**src/hw/axr_pkg.sv**
```systemverilog
// Purpose: shared constants, carriers and states of the axis home/limit/restore block
// Assumes: 100 MHz clock, four axes, 8-bit word-aligned register offsets
// Notes:   every offset, field position, non-zero reset value and timing count lives here
package axr_pkg;

  // ----------------------------------------------------------------
  // timing
  // ----------------------------------------------------------------
  localparam int CLK_PERIOD_NS = 10;
  localparam int SERVO_MIN_NS  = 48000;    // 48 us
  localparam int SERVO_MAX_NS  = 1966080;  // 1966.08 us
  // least period rounds up, longest rounds down
  localparam int SERVO_MIN_CYC = (SERVO_MIN_NS + CLK_PERIOD_NS - 1) / CLK_PERIOD_NS;
  localparam int SERVO_MAX_CYC = SERVO_MAX_NS / CLK_PERIOD_NS;
  localparam int PERIOD_W      = 18;

  // ----------------------------------------------------------------
  // register offsets
  // ----------------------------------------------------------------
  localparam logic [7:0] OFS_SERVO_PERIOD = 8'h00;
  localparam logic [7:0] OFS_LIMIT_LEVEL  = 8'h04;
  localparam logic [7:0] OFS_INT_STATUS   = 8'h08;
  localparam logic [7:0] OFS_INT_MASK     = 8'h0C;
  localparam logic [7:0] OFS_HOME_TARGET  = 8'h10;
  localparam logic [7:0] OFS_HOME_CMD     = 8'h14;
  localparam logic [7:0] OFS_INDEX_SEL    = 8'h18;
  localparam logic [7:0] OFS_COORD_ACC    = 8'h1C;
  localparam logic [7:0] OFS_COORD_CTRL   = 8'h20;
  localparam logic [7:0] OFS_COORD_MAP    = 8'h24;
  localparam logic [7:0] OFS_AXIS_BASE    = 8'h40;
  localparam logic [7:0] OFS_AXIS_END     = 8'hBF;
  localparam int         AXIS_SPAN_LSB    = 5;    // 0x20 bytes per axis
  localparam logic [4:0] AX_MODE          = 5'h00;
  localparam logic [4:0] AX_INT_LIMIT     = 5'h04;
  localparam logic [4:0] AX_POSERR_LIMIT  = 5'h08;
  localparam logic [4:0] AX_OUT_LIMIT     = 5'h0C;
  localparam logic [4:0] AX_FILTER_GAIN   = 5'h10;
  localparam logic [4:0] AX_BREAK_VALUE   = 5'h14;
  localparam logic [4:0] AX_CAPTURE       = 5'h18;
  localparam logic [4:0] AX_POSITION      = 5'h1C;

  // ----------------------------------------------------------------
  // fields and reset values
  // ----------------------------------------------------------------
  localparam int MODE_OPEN_BIT     = 0;
  localparam int MODE_AUTOSTOP_BIT = 7;
  localparam int MODE_AUTOUPD_BIT  = 10;
  localparam int MODE_PROF_LSB     = 11;
  localparam int MODE_PROF_MSB     = 13;
  localparam logic [2:0]  PROF_TCURVE    = 3'h0;
  localparam logic [15:0] MODE_RST       = 16'h0000;
  localparam logic [15:0] LIMIT_RST      = 16'h7FFF;
  localparam logic [15:0] COORD_ACC_RST  = 16'h4000;
  localparam int          CC_AUTOSTOP_BIT = 0;
  localparam int          CC_IMMED_BIT    = 1;
  localparam logic [1:0]  COORD_CTRL_RST = 2'h3;
  localparam logic [3:0]  COORD_MAP_RST  = 4'h0;
  localparam logic [7:0]  LIMIT_LEVEL_RST = 8'h00;
  localparam int          HOME_TGT_W     = 31;
  // events per axis inside the status word
  localparam int EV_PER_AXIS = 4;
  localparam int EV_LIM_POS  = 0;
  localparam int EV_LIM_NEG  = 1;
  localparam int EV_HOMED    = 2;
  localparam int EV_MISSED   = 3;

  // ----------------------------------------------------------------
  // carriers and states
  // ----------------------------------------------------------------
  typedef struct packed {
    logic home;
    logic index;
    logic lim_pos;
    logic lim_neg;
  } axr_pins_t;

  typedef struct packed {
    logic [7:0]  addr;
    logic [31:0] wdata;
    logic        wr;
    logic        rd;
  } axr_bus_t;

  typedef enum {H_IDLE, H_BACKOFF, H_SEEK, H_INDEX} axr_home_t;

endpackage

```
**src/hw/axr_axis_ctrl.sv**
```systemverilog
// Purpose: four-axis home search, limit level handling, hard restore and servo pacing
// Assumes: pins and hard_restore are asynchronous; host bus is on clk
// Notes:   one position count per servo period; status clears by writing ones
//
// Our own choices: the placing of the registers and the address-and-strobe port.
`timescale 1ns/1ps

// Function
// RULE1: servo period programmable between 48 us and 1966.08 us.
// RULE2: hard restore accepted at any time and resets every control register.
// RULE3: restore zeroes motion and capture registers, status bits and interrupt masks.
// RULE4: restore zeroes filter parameters and breakpoint values of every axis.
// RULE5: restore sets T-curve, closed loop, no auto update, no auto stop.
// RULE6: restore sets integral, position error and output limits to 32767.
// RULE7: restore sets coordinate acceleration 16384, auto stop, immediate mode, no map.
// RULE8: home command moves toward target; without index stops where home triggers.
// RULE9: with index selected, keeps moving after home and stops at index trigger.
// RULE10: home already active: move away until it clears, then seek home.
// RULE11: home target accepted as signed value from -2^30 to 2^30-1.
// RULE12: host picks a target that lies beyond the home switch.
// RULE13: index select 0 means no index search, 1 means index search.
// RULE14: limit level bit 2n-2 positive, 2n-1 negative; 0 high, 1 low active.
// RULE15: host writes zeros into unused upper limit level bits.
// RULE16: after restore every limit input is active high.
// RULE17: wrong limit levels raise the positive and negative limit flags.
// RULE18: mode word: auto stop bit 7, auto update bit 10, profile bits 11-13.
module axr_axis_ctrl
  import axr_pkg::*;
#(
  parameter int SERVO_MIN = SERVO_MIN_CYC,
  parameter int SERVO_MAX = SERVO_MAX_CYC
) (
  input  wire logic                clk,
  input  wire logic                srst,
  input  wire logic                hard_restore,
  input  wire axr_bus_t            bus_in,
  output logic        [31:0]       rdata_ff,
  input  wire axr_pins_t [3:0]     pin_in,
  output logic        [3:0]        step_ff,
  output logic        [3:0]        dir_ff,
  output logic                     irq_ff
);

  // ----------------------------------------------------------------
  // helpers
  // ----------------------------------------------------------------
  function automatic logic is_axis(input logic [7:0] a);
    return (a >= OFS_AXIS_BASE) && (a <= OFS_AXIS_END);
  endfunction

  function automatic logic [1:0] axis_of(input logic [7:0] a);
    logic [7:0] d;
    d = a - OFS_AXIS_BASE;
    return d[AXIS_SPAN_LSB+1:AXIS_SPAN_LSB];
  endfunction

  function automatic logic [PERIOD_W-1:0] clamp_period(input logic [PERIOD_W-1:0] v);
    if (v < PERIOD_W'(SERVO_MIN)) return PERIOD_W'(SERVO_MIN);
    if (v > PERIOD_W'(SERVO_MAX)) return PERIOD_W'(SERVO_MAX);
    return v;
  endfunction

  // ----------------------------------------------------------------
  // pin synchronisers
  // ----------------------------------------------------------------
  // bit 16 is hard restore, bits 15:0 the axis pins
  logic [16:0]      sync1_ff;
  logic [16:0]      sync2_ff;
  logic [16:0]      sync3_ff;
  logic [16:0]      filt_ff;
  axr_pins_t [3:0]  fpin;
  logic             rst;

  always_ff @(posedge clk) begin
    if (srst) begin
      sync1_ff <= 17'h00000;
      sync2_ff <= 17'h00000;
      sync3_ff <= 17'h00000;
      filt_ff  <= 17'h00000;
    end else begin
      sync1_ff <= {hard_restore, pin_in};
      sync2_ff <= sync1_ff;
      sync3_ff <= sync2_ff;
      // a bit moves only once the last two stages agree
      filt_ff  <= (filt_ff & (sync2_ff ^ sync3_ff)) | (sync3_ff & ~(sync2_ff ^ sync3_ff));
    end
  end

  assign fpin = filt_ff[15:0];
  // restore is a level: held as long as the host drives it
  assign rst  = srst | filt_ff[16];  // [RULE2]

  // ----------------------------------------------------------------
  // global control registers
  // ----------------------------------------------------------------
  logic [PERIOD_W-1:0]   period_ff;
  logic [7:0]            lvl_ff;
  logic [15:0]           mask_ff;
  logic [HOME_TGT_W-1:0] htgt_ff;
  logic [3:0]            idx_sel_ff;
  logic [15:0]           cacc_ff;
  logic [1:0]            cctrl_ff;
  logic [3:0]            cmap_ff;
  logic                  wr_g;

  assign wr_g = bus_in.wr && !is_axis(bus_in.addr);

  always_ff @(posedge clk) begin
    if (rst) begin
      period_ff  <= PERIOD_W'(SERVO_MIN);
      lvl_ff     <= LIMIT_LEVEL_RST;   // [RULE16]
      mask_ff    <= 16'h0000;          // [RULE3]
      htgt_ff    <= '0;                // [RULE3]
      idx_sel_ff <= 4'h0;              // [RULE13]
      cacc_ff    <= COORD_ACC_RST;     // [RULE7]
      cctrl_ff   <= COORD_CTRL_RST;    // [RULE7]
      cmap_ff    <= COORD_MAP_RST;     // [RULE7]
    end else if (wr_g) begin
      case (bus_in.addr)
        OFS_SERVO_PERIOD: period_ff  <= clamp_period(bus_in.wdata[PERIOD_W-1:0]);  // [RULE1]
        OFS_LIMIT_LEVEL:  lvl_ff     <= bus_in.wdata[7:0];                         // [RULE14]
        OFS_INT_MASK:     mask_ff    <= bus_in.wdata[15:0];
        OFS_HOME_TARGET:  htgt_ff    <= bus_in.wdata[HOME_TGT_W-1:0];              // [RULE11]
        OFS_INDEX_SEL:    idx_sel_ff <= bus_in.wdata[3:0];                         // [RULE13]
        OFS_COORD_ACC:    cacc_ff    <= bus_in.wdata[15:0];
        OFS_COORD_CTRL:   cctrl_ff   <= bus_in.wdata[1:0];
        OFS_COORD_MAP:    cmap_ff    <= bus_in.wdata[3:0];
        default: ;
      endcase
    end
  end

  // ----------------------------------------------------------------
  // per-axis parameter registers
  // ----------------------------------------------------------------
  logic [15:0] mode_ff [4];
  logic [15:0] ilim_ff [4];
  logic [15:0] perr_ff [4];
  logic [15:0] olim_ff [4];
  logic [15:0] gain_ff [4];
  logic [31:0] brk_ff  [4];
  logic [1:0]  wax;
  logic [4:0]  wreg;

  assign wax  = axis_of(bus_in.addr);
  assign wreg = bus_in.addr[4:0];

  always_ff @(posedge clk) begin
    for (int a = 0; a < 4; a++) begin
      if (rst) begin
        mode_ff[a] <= MODE_RST;   // [RULE5]
        ilim_ff[a] <= LIMIT_RST;  // [RULE6]
        perr_ff[a] <= LIMIT_RST;  // [RULE6]
        olim_ff[a] <= LIMIT_RST;  // [RULE6]
        gain_ff[a] <= 16'h0000;   // [RULE4]
        brk_ff[a]  <= 32'h00000000;  // [RULE4]
      end else if (bus_in.wr && is_axis(bus_in.addr) && wax == 2'(a)) begin
        case (wreg)
          AX_MODE:         mode_ff[a] <= bus_in.wdata[15:0];  // [RULE18]
          AX_INT_LIMIT:    ilim_ff[a] <= bus_in.wdata[15:0];
          AX_POSERR_LIMIT: perr_ff[a] <= bus_in.wdata[15:0];
          AX_OUT_LIMIT:    olim_ff[a] <= bus_in.wdata[15:0];
          AX_FILTER_GAIN:  gain_ff[a] <= bus_in.wdata[15:0];
          AX_BREAK_VALUE:  brk_ff[a]  <= bus_in.wdata;
          default: ;
        endcase
      end
    end
  end

  // ----------------------------------------------------------------
  // servo period tick
  // ----------------------------------------------------------------
  logic [PERIOD_W-1:0] tcnt_ff;
  logic                tick_ff;

  always_ff @(posedge clk) begin
    if (rst) begin
      tcnt_ff <= '0;
      tick_ff <= 1'b0;
    end else if (tcnt_ff >= period_ff - PERIOD_W'(1)) begin
      tcnt_ff <= '0;
      tick_ff <= 1'b1;  // [RULE1]
    end else begin
      tcnt_ff <= tcnt_ff + PERIOD_W'(1);
      tick_ff <= 1'b0;
    end
  end

  // ----------------------------------------------------------------
  // home search engines
  // ----------------------------------------------------------------
  axr_home_t          st_ff  [4];
  logic signed [31:0] pos_ff [4];
  logic signed [31:0] tgt_ff [4];
  logic [31:0]        cap_ff [4];
  logic [3:0]         homed_ff;
  logic [3:0]         missed_ff;
  logic               start;
  logic [3:0]         toward;

  assign start = wr_g && bus_in.addr == OFS_HOME_CMD;

  always_comb begin
    for (int a = 0; a < 4; a++) toward[a] = tgt_ff[a] > pos_ff[a];
  end

  always_ff @(posedge clk) begin
    for (int a = 0; a < 4; a++) begin
      if (rst) begin
        st_ff[a]     <= H_IDLE;
        pos_ff[a]    <= 32'sh00000000;  // [RULE3]
        tgt_ff[a]    <= 32'sh00000000;
        cap_ff[a]    <= 32'h00000000;   // [RULE3]
        step_ff[a]   <= 1'b0;
        dir_ff[a]    <= 1'b0;
        homed_ff[a]  <= 1'b0;
        missed_ff[a] <= 1'b0;
      end else begin
        step_ff[a]   <= 1'b0;
        homed_ff[a]  <= 1'b0;
        missed_ff[a] <= 1'b0;
        if (start && bus_in.wdata[1:0] == 2'(a)) begin
          // sign extension keeps the target inside the accepted range
          tgt_ff[a] <= {htgt_ff[HOME_TGT_W-1], htgt_ff};  // [RULE11]
          st_ff[a]  <= fpin[a].home ? H_BACKOFF : H_SEEK;  // [RULE8] [RULE10]
        end else if (tick_ff) begin
          case (st_ff[a])
            H_BACKOFF: begin
              if (!fpin[a].home) begin
                st_ff[a] <= H_SEEK;  // [RULE10]
              end else begin
                step_ff[a] <= 1'b1;
                dir_ff[a]  <= !toward[a];
                pos_ff[a]  <= toward[a] ? pos_ff[a] - 32'sd1 : pos_ff[a] + 32'sd1;  // [RULE10]
              end
            end
            H_SEEK, H_INDEX: begin
              if (st_ff[a] == H_SEEK && fpin[a].home && idx_sel_ff[a]) begin
                st_ff[a] <= H_INDEX;  // [RULE9]
                if (pos_ff[a] != tgt_ff[a]) begin
                  step_ff[a] <= 1'b1;
                  dir_ff[a]  <= toward[a];
                  pos_ff[a]  <= toward[a] ? pos_ff[a] + 32'sd1 : pos_ff[a] - 32'sd1;
                end
              end else if ((st_ff[a] == H_SEEK) ? fpin[a].home : fpin[a].index) begin
                st_ff[a]    <= H_IDLE;  // [RULE8] [RULE9]
                cap_ff[a]   <= pos_ff[a];
                homed_ff[a] <= 1'b1;
              end else if (pos_ff[a] == tgt_ff[a]) begin
                // target reached with no trigger: host placed it short
                st_ff[a]     <= H_IDLE;  // [RULE12]
                missed_ff[a] <= 1'b1;
              end else begin
                step_ff[a] <= 1'b1;
                dir_ff[a]  <= toward[a];
                pos_ff[a]  <= toward[a] ? pos_ff[a] + 32'sd1 : pos_ff[a] - 32'sd1;  // [RULE8]
              end
            end
            default: st_ff[a] <= H_IDLE;
          endcase
        end
      end
    end
  end

  // ----------------------------------------------------------------
  // limit levels, event status and interrupt
  // ----------------------------------------------------------------
  logic [15:0] stat_ff;
  logic [15:0] ev_set;
  logic [15:0] ev_clr;
  logic [3:0]  lim_p;
  logic [3:0]  lim_n;

  always_comb begin
    ev_set = 16'h0000;
    for (int a = 0; a < 4; a++) begin
      // a level bit of 1 inverts the pin so low becomes active
      lim_p[a] = fpin[a].lim_pos ^ lvl_ff[2*a];    // [RULE14]
      lim_n[a] = fpin[a].lim_neg ^ lvl_ff[2*a+1];  // [RULE14]
      ev_set[a*EV_PER_AXIS+EV_LIM_POS] = lim_p[a];  // [RULE17]
      ev_set[a*EV_PER_AXIS+EV_LIM_NEG] = lim_n[a];  // [RULE17]
      ev_set[a*EV_PER_AXIS+EV_HOMED]   = homed_ff[a];
      ev_set[a*EV_PER_AXIS+EV_MISSED]  = missed_ff[a];
    end
  end

  assign ev_clr = (wr_g && bus_in.addr == OFS_INT_STATUS) ? bus_in.wdata[15:0] : 16'h0000;

  always_ff @(posedge clk) begin
    if (rst) begin
      stat_ff <= 16'h0000;  // [RULE3]
    end else begin
      // a set in the clearing cycle survives
      stat_ff <= (stat_ff & ~ev_clr) | ev_set;
    end
  end

  always_ff @(posedge clk) begin
    if (rst) irq_ff <= 1'b0;
    else     irq_ff <= |(stat_ff & mask_ff);
  end

  // ----------------------------------------------------------------
  // read port
  // ----------------------------------------------------------------
  logic [31:0] rd_val;
  logic [1:0]  rax;

  assign rax = axis_of(bus_in.addr);

  always_comb begin
    rd_val = 32'h00000000;
    if (is_axis(bus_in.addr)) begin
      case (bus_in.addr[4:0])
        AX_MODE:         rd_val = {16'h0000, mode_ff[rax]};
        AX_INT_LIMIT:    rd_val = {16'h0000, ilim_ff[rax]};
        AX_POSERR_LIMIT: rd_val = {16'h0000, perr_ff[rax]};
        AX_OUT_LIMIT:    rd_val = {16'h0000, olim_ff[rax]};
        AX_FILTER_GAIN:  rd_val = {16'h0000, gain_ff[rax]};
        AX_BREAK_VALUE:  rd_val = brk_ff[rax];
        AX_CAPTURE:      rd_val = cap_ff[rax];
        AX_POSITION:     rd_val = pos_ff[rax];
        default:         rd_val = 32'h00000000;
      endcase
    end else begin
      case (bus_in.addr)
        OFS_SERVO_PERIOD: rd_val = {14'h0000, period_ff};
        OFS_LIMIT_LEVEL:  rd_val = {24'h000000, lvl_ff};
        OFS_INT_STATUS:   rd_val = {16'h0000, stat_ff};
        OFS_INT_MASK:     rd_val = {16'h0000, mask_ff};
        OFS_HOME_TARGET:  rd_val = {htgt_ff[HOME_TGT_W-1], htgt_ff};
        OFS_HOME_CMD: begin
          for (int a = 0; a < 4; a++) rd_val[a] = st_ff[a] != H_IDLE;
        end
        OFS_INDEX_SEL:    rd_val = {28'h0000000, idx_sel_ff};
        OFS_COORD_ACC:    rd_val = {16'h0000, cacc_ff};
        OFS_COORD_CTRL:   rd_val = {30'h00000000, cctrl_ff};
        OFS_COORD_MAP:    rd_val = {28'h0000000, cmap_ff};
        default:          rd_val = 32'h00000000;
      endcase
    end
  end

  always_ff @(posedge clk) begin
    if (srst)           rdata_ff <= 32'h00000000;
    else if (bus_in.rd) rdata_ff <= rd_val;
    else                rdata_ff <= 32'h00000000;
  end
endmodule // axr_axis_ctrl

```
**config.mk**
```make
export PLATFORM = sky130hd
export DESIGN_NAME = axr_axis_ctrl
export DESIGN_NICKNAME = d
export VERILOG_FILES = /design/src/hw/axr_pkg.sv /design/src/hw/axr_axis_ctrl.sv
export SDC_FILE = /design/constraint.sdc
export NUM_CORES = 2
export LEC_CHECK = 0
export BUFFER_PORTS_ARGS = -buffer_cell sky130_fd_sc_hd__buf_2
export CORE_MARGIN = 5
export CORE_UTILIZATION = 31
export CTS_CLUSTER_SIZE = 24
export DETAILED_ROUTE_END_ITERATION = 8
export PLACE_DENSITY = 0.56
export SYNTH_ARGS = -nofsm -noshare
export SYNTH_HDL_FRONTEND = slang
export SYNTH_SLANG_ARGS = --single-unit
```
**constraint.sdc**
```tcl
create_clock -name clk -period 19.1 [get_ports clk]
set_input_delay 5.73 -clock clk [delete_from_list [all_inputs] [get_ports clk]]
set_output_delay 5.73 -clock clk [all_outputs]
set_load 0.02 [all_outputs]
```
## Yosys cells after proc, flatten, opt, wreduce, memory -nomap -nowiden

Memory sizes are Yosys's and may differ from the RTL's.
Index checks and enable logic that the tools add are counted.

- Add/sub/neg operators: 11
- Order comparisons: 9
- Equal/unequal tests: 62
- Multiplexer cells: 439
- Bitwise gates (word level): 92
- Reduce and logical (&&, ||, !) cells: 65

Operator list:

| operator | number |
|---|---|
| two-way mux 32 bit | 33 |
| two-way mux 1 bit | 342 |
| two-way mux 16 bit | 21 |
| equality test 32 x 2 -> 1 bit, second input constant | 8 |
| one-hot mux 32 bit (8 select lines) | 1 |
| one-hot mux 28 bit (6 select lines) | 1 |
| adder 32 x 2 -> 32 bit, second input constant | 4 |
| equality test 32 x 1 -> 1 bit, second input constant | 4 |
| equality test 32 x 3 -> 1 bit, second input constant | 4 |
| equality test 32 bit | 4 |
| greater-than comparator 32 bit | 4 |
| inequality test 32 bit | 4 |
| nonzero test 32 bit | 4 |
| subtractor 32 x 2 -> 32 bit, second input constant | 4 |
| two-way mux 18 bit | 4 |
| bitwise OR 1 bit | 69 |
| two-way mux 2 bit | 28 |
| one-hot mux 4 bit (10 select lines) | 1 |
| inequality test 3 bit, second input constant | 12 |
| bitwise AND 17 bit | 2 |
| bitwise AND 16 bit | 2 |
| equality test 8 x 5 -> 1 bit, second input constant | 4 |
| AND reduction 7 bit | 4 |
| OR reduction 3 bit | 8 |
| 34 further kinds | 106 |

- Register bits after elaboration: 251
- Bits in writable memories: 840
- Output and inout bits: 41
- Word-level logic and storage cells: 715
- Memories: 10

Memory list:

| memory | depth | width | rd ports | clocked after memory_dff | wr ports | line | text |
|---|---|---|---|---|---|---|---|
| brk_ff | 4 | 32 | 1 | 0 | 4 | axr_axis_ctrl.sv:141 | `logic [31:0] brk_ff [4];` |
| cap_ff | 4 | 32 | 1 | 0 | 4 | axr_axis_ctrl.sv:196 | `logic [31:0] cap_ff [4];` |
| pos_ff | 4 | 32 | 5 | 0 | 4 | axr_axis_ctrl.sv:194 | `logic signed [31:0] pos_ff [4];` |
| tgt_ff | 4 | 32 | 4 | 0 | 4 | axr_axis_ctrl.sv:195 | `logic signed [31:0] tgt_ff [4];` |
| gain_ff | 4 | 16 | 1 | 0 | 4 | axr_axis_ctrl.sv:140 | `logic [15:0] gain_ff [4];` |
| ilim_ff | 4 | 16 | 1 | 0 | 4 | axr_axis_ctrl.sv:137 | `logic [15:0] ilim_ff [4];` |
| 4 more memories | n/a | n/a | n/a | n/a | n/a | n/a |  |

## Logic depth before layout (Yosys ltp)

- Depth after elaboration: 15
- Depth in mapped cells: 16

## Least setup slack after synthesis

OpenSTA, ideal clock, no wires.

- Path kind: input -> register
- Start: input port bus_in[40] (netlist name)
- End: memory pos_ff[3][0], enable pin
- Arrival: 10.986 ns
- Data required time: 18.567 ns
- Setup slack: 7.580 ns
- Stages on the path: 9
- Cell sequence: clkbuf_1 > inv_1 > ha_1 > buf_2 > and4bb_2 > buf_2 > nand4_1 > nand2_1 > o311ai_0

RTL lines:

| what | line | text |
|---|---|---|
| start, declared | axr_axis_ctrl.sv:36 | `input wire axr_bus_t bus_in,` |
| end, declared | axr_axis_ctrl.sv:194 |  |

==> summary by stage <==
Timing
Across all hold checks on the routed design, the worst slack comes to 0.433 ns. Adding up every negative setup slack in the final design gives 0 ns. The final-report hold violation count is 0. The share of the clock period used by the worst path is 52.2%. The clock tree skew after final layout is 0.0604 ns. Setup repair after global routing left no endpoint under its margin. The normalized max-slew margin is between 10% and 20%. The setup slack of the critical path after layout is 9.14 ns. The final-report setup violation count is 0. For the pin with the worst max-slew slack, the measured transition is 1.20 ns. The number of slew-limit violations in the final report was 0.

The smallest clock period supported by the final layout is computed as 9.96 ns. The fmax is 100 MHz.

Clock tree
The library cell used as clock root buffer is clkbuf_16. Hold repair after CTS inserted 0 buffers. CTS built an H-tree with a depth of 4. The clock transition time at the flip-flop clock pins of the worst setup and hold paths is 0.06 ns.

The number of clock sinks is about 1100. In this run the deepest clock path goes through 3 buffers. The post-CTS resize count is 0. The CTS buffer count is 130. TritonCTS built the clock tree. For the worst-skew pair, the clock arrives at the later sink with an insertion delay of 0.81 ns. The buffer count from post-CTS setup fixing is 0.

Finish
The final core utilization is 35.6%. The finished cells cover 62800 um2. After the last flow step, the layout net total stands at about 5100. In the layout the commonest cells are edfxtp_1 (836), nand2_1 (419), and2_1 (400).

The fraction of layout instances using a drive strength above 1 is 13.8%. Leaving out filler cells and counting taps, the final layout contains 7302. The most frequent standard cell in the layout excluding fill and tap cells is edfxtp_1.

The synthesis-to-layout area growth is 14.2%.

Global route
For this run, the total global-route usage over all layers was measured as 19.2%. The total overflow left after global routing is 0. The number of antenna violations at the first check in global routing is 8. The number of global-route vias before repair is 38700. The first-pass GRT wire length is 265000 um.

Entering global routing, the biggest net connects 132 pins.

Drt
For this run, design rule violations remaining after detail routing come to 0. Wires add up to 182000 um. In the final routed layout, each cell accounts on average for 25.0 um. Before antenna repair, the detailed router went through 8 iterations. The average vias per placed instance is between 5 and 6.

Across all layers, the routed design uses 39800 vias. The residual antenna-violating net count after detailed routing is 0. After the first detailed-routing iteration, the DRC count stood at 5037.

Place
After legalization and detailed placement, the total HPWL measured about 130000 um. The global placer's final weighted congestion is 0.918. The pre-CTS worst setup slack is 8.47 ns.

In this run the cell area measured after placement is 58300 um2. The count of buffers added on input and output ports is 101. In this run, placement finished with an instance count of 7060.

Logic synthesis
The biggest area contributor in the post-synthesis netlist is edfxtp_1. The flip-flop and latch count after synthesis is 1087. The share of the Yosys chip area taken by registers is 54.8%.

After synthesis the cells add up to 55000 um2. During synthesis, Yosys emitted a total of 0 warnings. The cell count after synthesis is 4835. The area share of the largest cell type after synthesis is around 46%.

For this run, asynchronously set or reset flops after synthesis account for 0%. By area the synthesized netlist is led by edfxtp_1 (46%), dfxtp_1 (9.1%), mux4_2 (7.2%), and2_1 (4.6%), ha_1 (3.6%). The number of distinct library cells after synthesis is 83. The average instance area after synthesis is roughly 11 um2. The number of nets handed over by synthesis was around 5100. The prevailing post-synth register cell is edfxtp_1. The count of flip-flops with a built-in enable after synthesis is 836.

Die
The die outline area is 186000 um2. The effective utilization at floorplan is between 30% and 40%. The number of placed I/O pins is 102. The number of placement rows is 154.

The x dimension of the die is 431 um. The area of the core region is 176000 um2. The height of the chip is 431 um.

Critical path
The flop-to-flop setup slack is 14.32 ns. The critical register-to-register path endpoint is pos_ff[3][11]. Measured in cells, the most critical reg-to-reg path has a length of 11. The required time at the worst-slack endpoint is between 15 and 20 ns. The largest fanout on the critical path is 49. STA classifies the critical path startpoint as a primary input. The arrival time reported for the critical path endpoint is about 11 ns. The setup path with the least slack is of type primary input to register. The startpoint identified for the worst register-to-register timing path is pos_ff[3][17]. The worst setup path is captured at a register.

Hold path
The worst hold path startpoint is sync1_ff[7]. In this run the worst hold path is classified as register to register. Counting instances, the worst hold path has a depth of 1. The worst hold path terminates at sync2_ff[7].

Run status
The flow ran to the end, and the final reports show no timing, DRC or antenna violations.

Power and ir drop
Across the VDD grid, the largest voltage drop is 0.0000706 V. The power dissipated by switching net loads is 1.34 mW. The combinational share of power is 6.4%. In this run the power density over the cells is 88.6 nW/um2.

The internal portion of the total power is 4.22 mW. For this design the static power due to leakage is between 20 and 25 nW. The fraction of power spent switching nets is 24.1%. Of the total power, registers draw 47.4%. The overall power consumption is ~5.6 mW. The clock group share of total power is 46.1%.

Job
The count of maximum capacitance violations is 0.
## worst max-delay path: stages
cell and delay, ns:
clkbuf_8 0.42, inv_1 0.16, ha_1 0.78, and4bb_2 0.39
nand4_1 0.26, nand3_2 0.68, o21ai_0 0.39, a211oi_1 0.09
a221o_1 0.35, nor2_4 0.15, buf_4 0.47, mux2_2 0.41
mux2i_1 0.11
## sequential cells by signal (all words and copies together), names as in the netlist, 17 cells and up, named ones only
| signal | flops |
|---|---|
| tcnt_ff | 18 |
| period_ff | 18 |
| gain_ff | 64 |
| cap_ff | 128 |
| sync3_ff | 17 |
| sync1_ff | 17 |
| perr_ff | 64 |
| sync2_ff | 17 |
| mode_ff | 64 |
| ilim_ff | 64 |
| pos_ff | 128 |
| brk_ff | 128 |
| htgt_ff | 31 |
| tgt_ff | 124 |
| olim_ff | 64 |
| rdata_ff | 32 |
## layer usage
metal | vias to the layer above | GRT usage, % | part of all wire, %
met1 | 19800 | 24.7 | 40
li1 | 17900 | - | -
met3 | 385 | 3.09 | 6.8
met4 | 0 | 9.99 | 5.8
met5 | - | 0 | 0
met2 | 1702 | 31.2 | 47
## Yosys cell counts, types with 23 or more instances
| cell | n |
|---|---|
| edfxtp_1 | 836 |
| nand2_1 | 420 |
| and2_1 | 400 |
| nor2_1 | 314 |
| clkbuf_1 | 292 |
| a21oi_1 | 263 |
| dfxtp_1 | 251 |
| nor3_1 | 220 |
| or3_1 | 182 |
| mux4_2 | 175 |
| inv_1 | 169 |
| ha_1 | 157 |
| mux2i_1 | 116 |
| a22oi_1 | 112 |
| nand3_1 | 110 |
| o21ai_0 | 104 |
| nand4_1 | 78 |
| nor2b_1 | 69 |
| xnor2_1 | 65 |
| a221oi_1 | 42 |
| and3_1 | 37 |
| nor4_1 | 37 |
| or2_2 | 28 |
| a21o_1 | 26 |
| buf_1 | 24 |
| a31oi_1 | 23 |
## power groups by stage
stage / logic [mW] / clock network, mW / registers (mW)
after global placement: 0.350 / 0 / 2.69
final: 0.358 / 2.57 / 2.64
after CTS: 0.356 / 2.62 / 2.64
after detailed placement: 0.354 / 0 / 2.69
after global routing: 0.381 / 2.72 / 2.64
after floorplan: 0.223 / 0 / 2.67
## cell type report
type / count / area, um2
diodes: 4 / 10.0
fillers: 17200 / 114000
well taps: 2340 / 2930
clock inverters: 51 / 767
inverters: 170 / 638
multi-input cells: 3240 / 23100
clock buffers: 187 / 3710
flip-flops and latches: 1087 / 30100
repair buffers: 223 / 1470
## worst max-delay path by stage
| stage | from | end | cells after the start |
|---|---|---|---|
| 3_5_place_dp | bus_in[40] | pos_ff[2][26] | 13 |
| 4_1_cts | bus_in[40] | pos_ff[2][26] | 13 |
| 3_3_place_gp | bus_in[40] | pos_ff[2][26] | 13 |
| 5_1_grt | bus_in[40] | pos_ff[2][6] | 13 |
| 2_1_floorplan | bus_in[40] | pos_ff[3][0] | 9 |
| 6_report | bus_in[40] | pos_ff[2][26] | 13 |
## cell families after synthesis
| group | share of synthesized area (%) |
|---|---|
| fa+ha+maj | 3.57 |
| mux | 9.62 |
| compound gates | 8.16 |
| xor+xnor | 1.39 |
| simple gates | 18.9 |
| buf+inv | 3.57 |
| flops | 54.8 |
No activity file was read; power rests on OpenSTA's default activity.
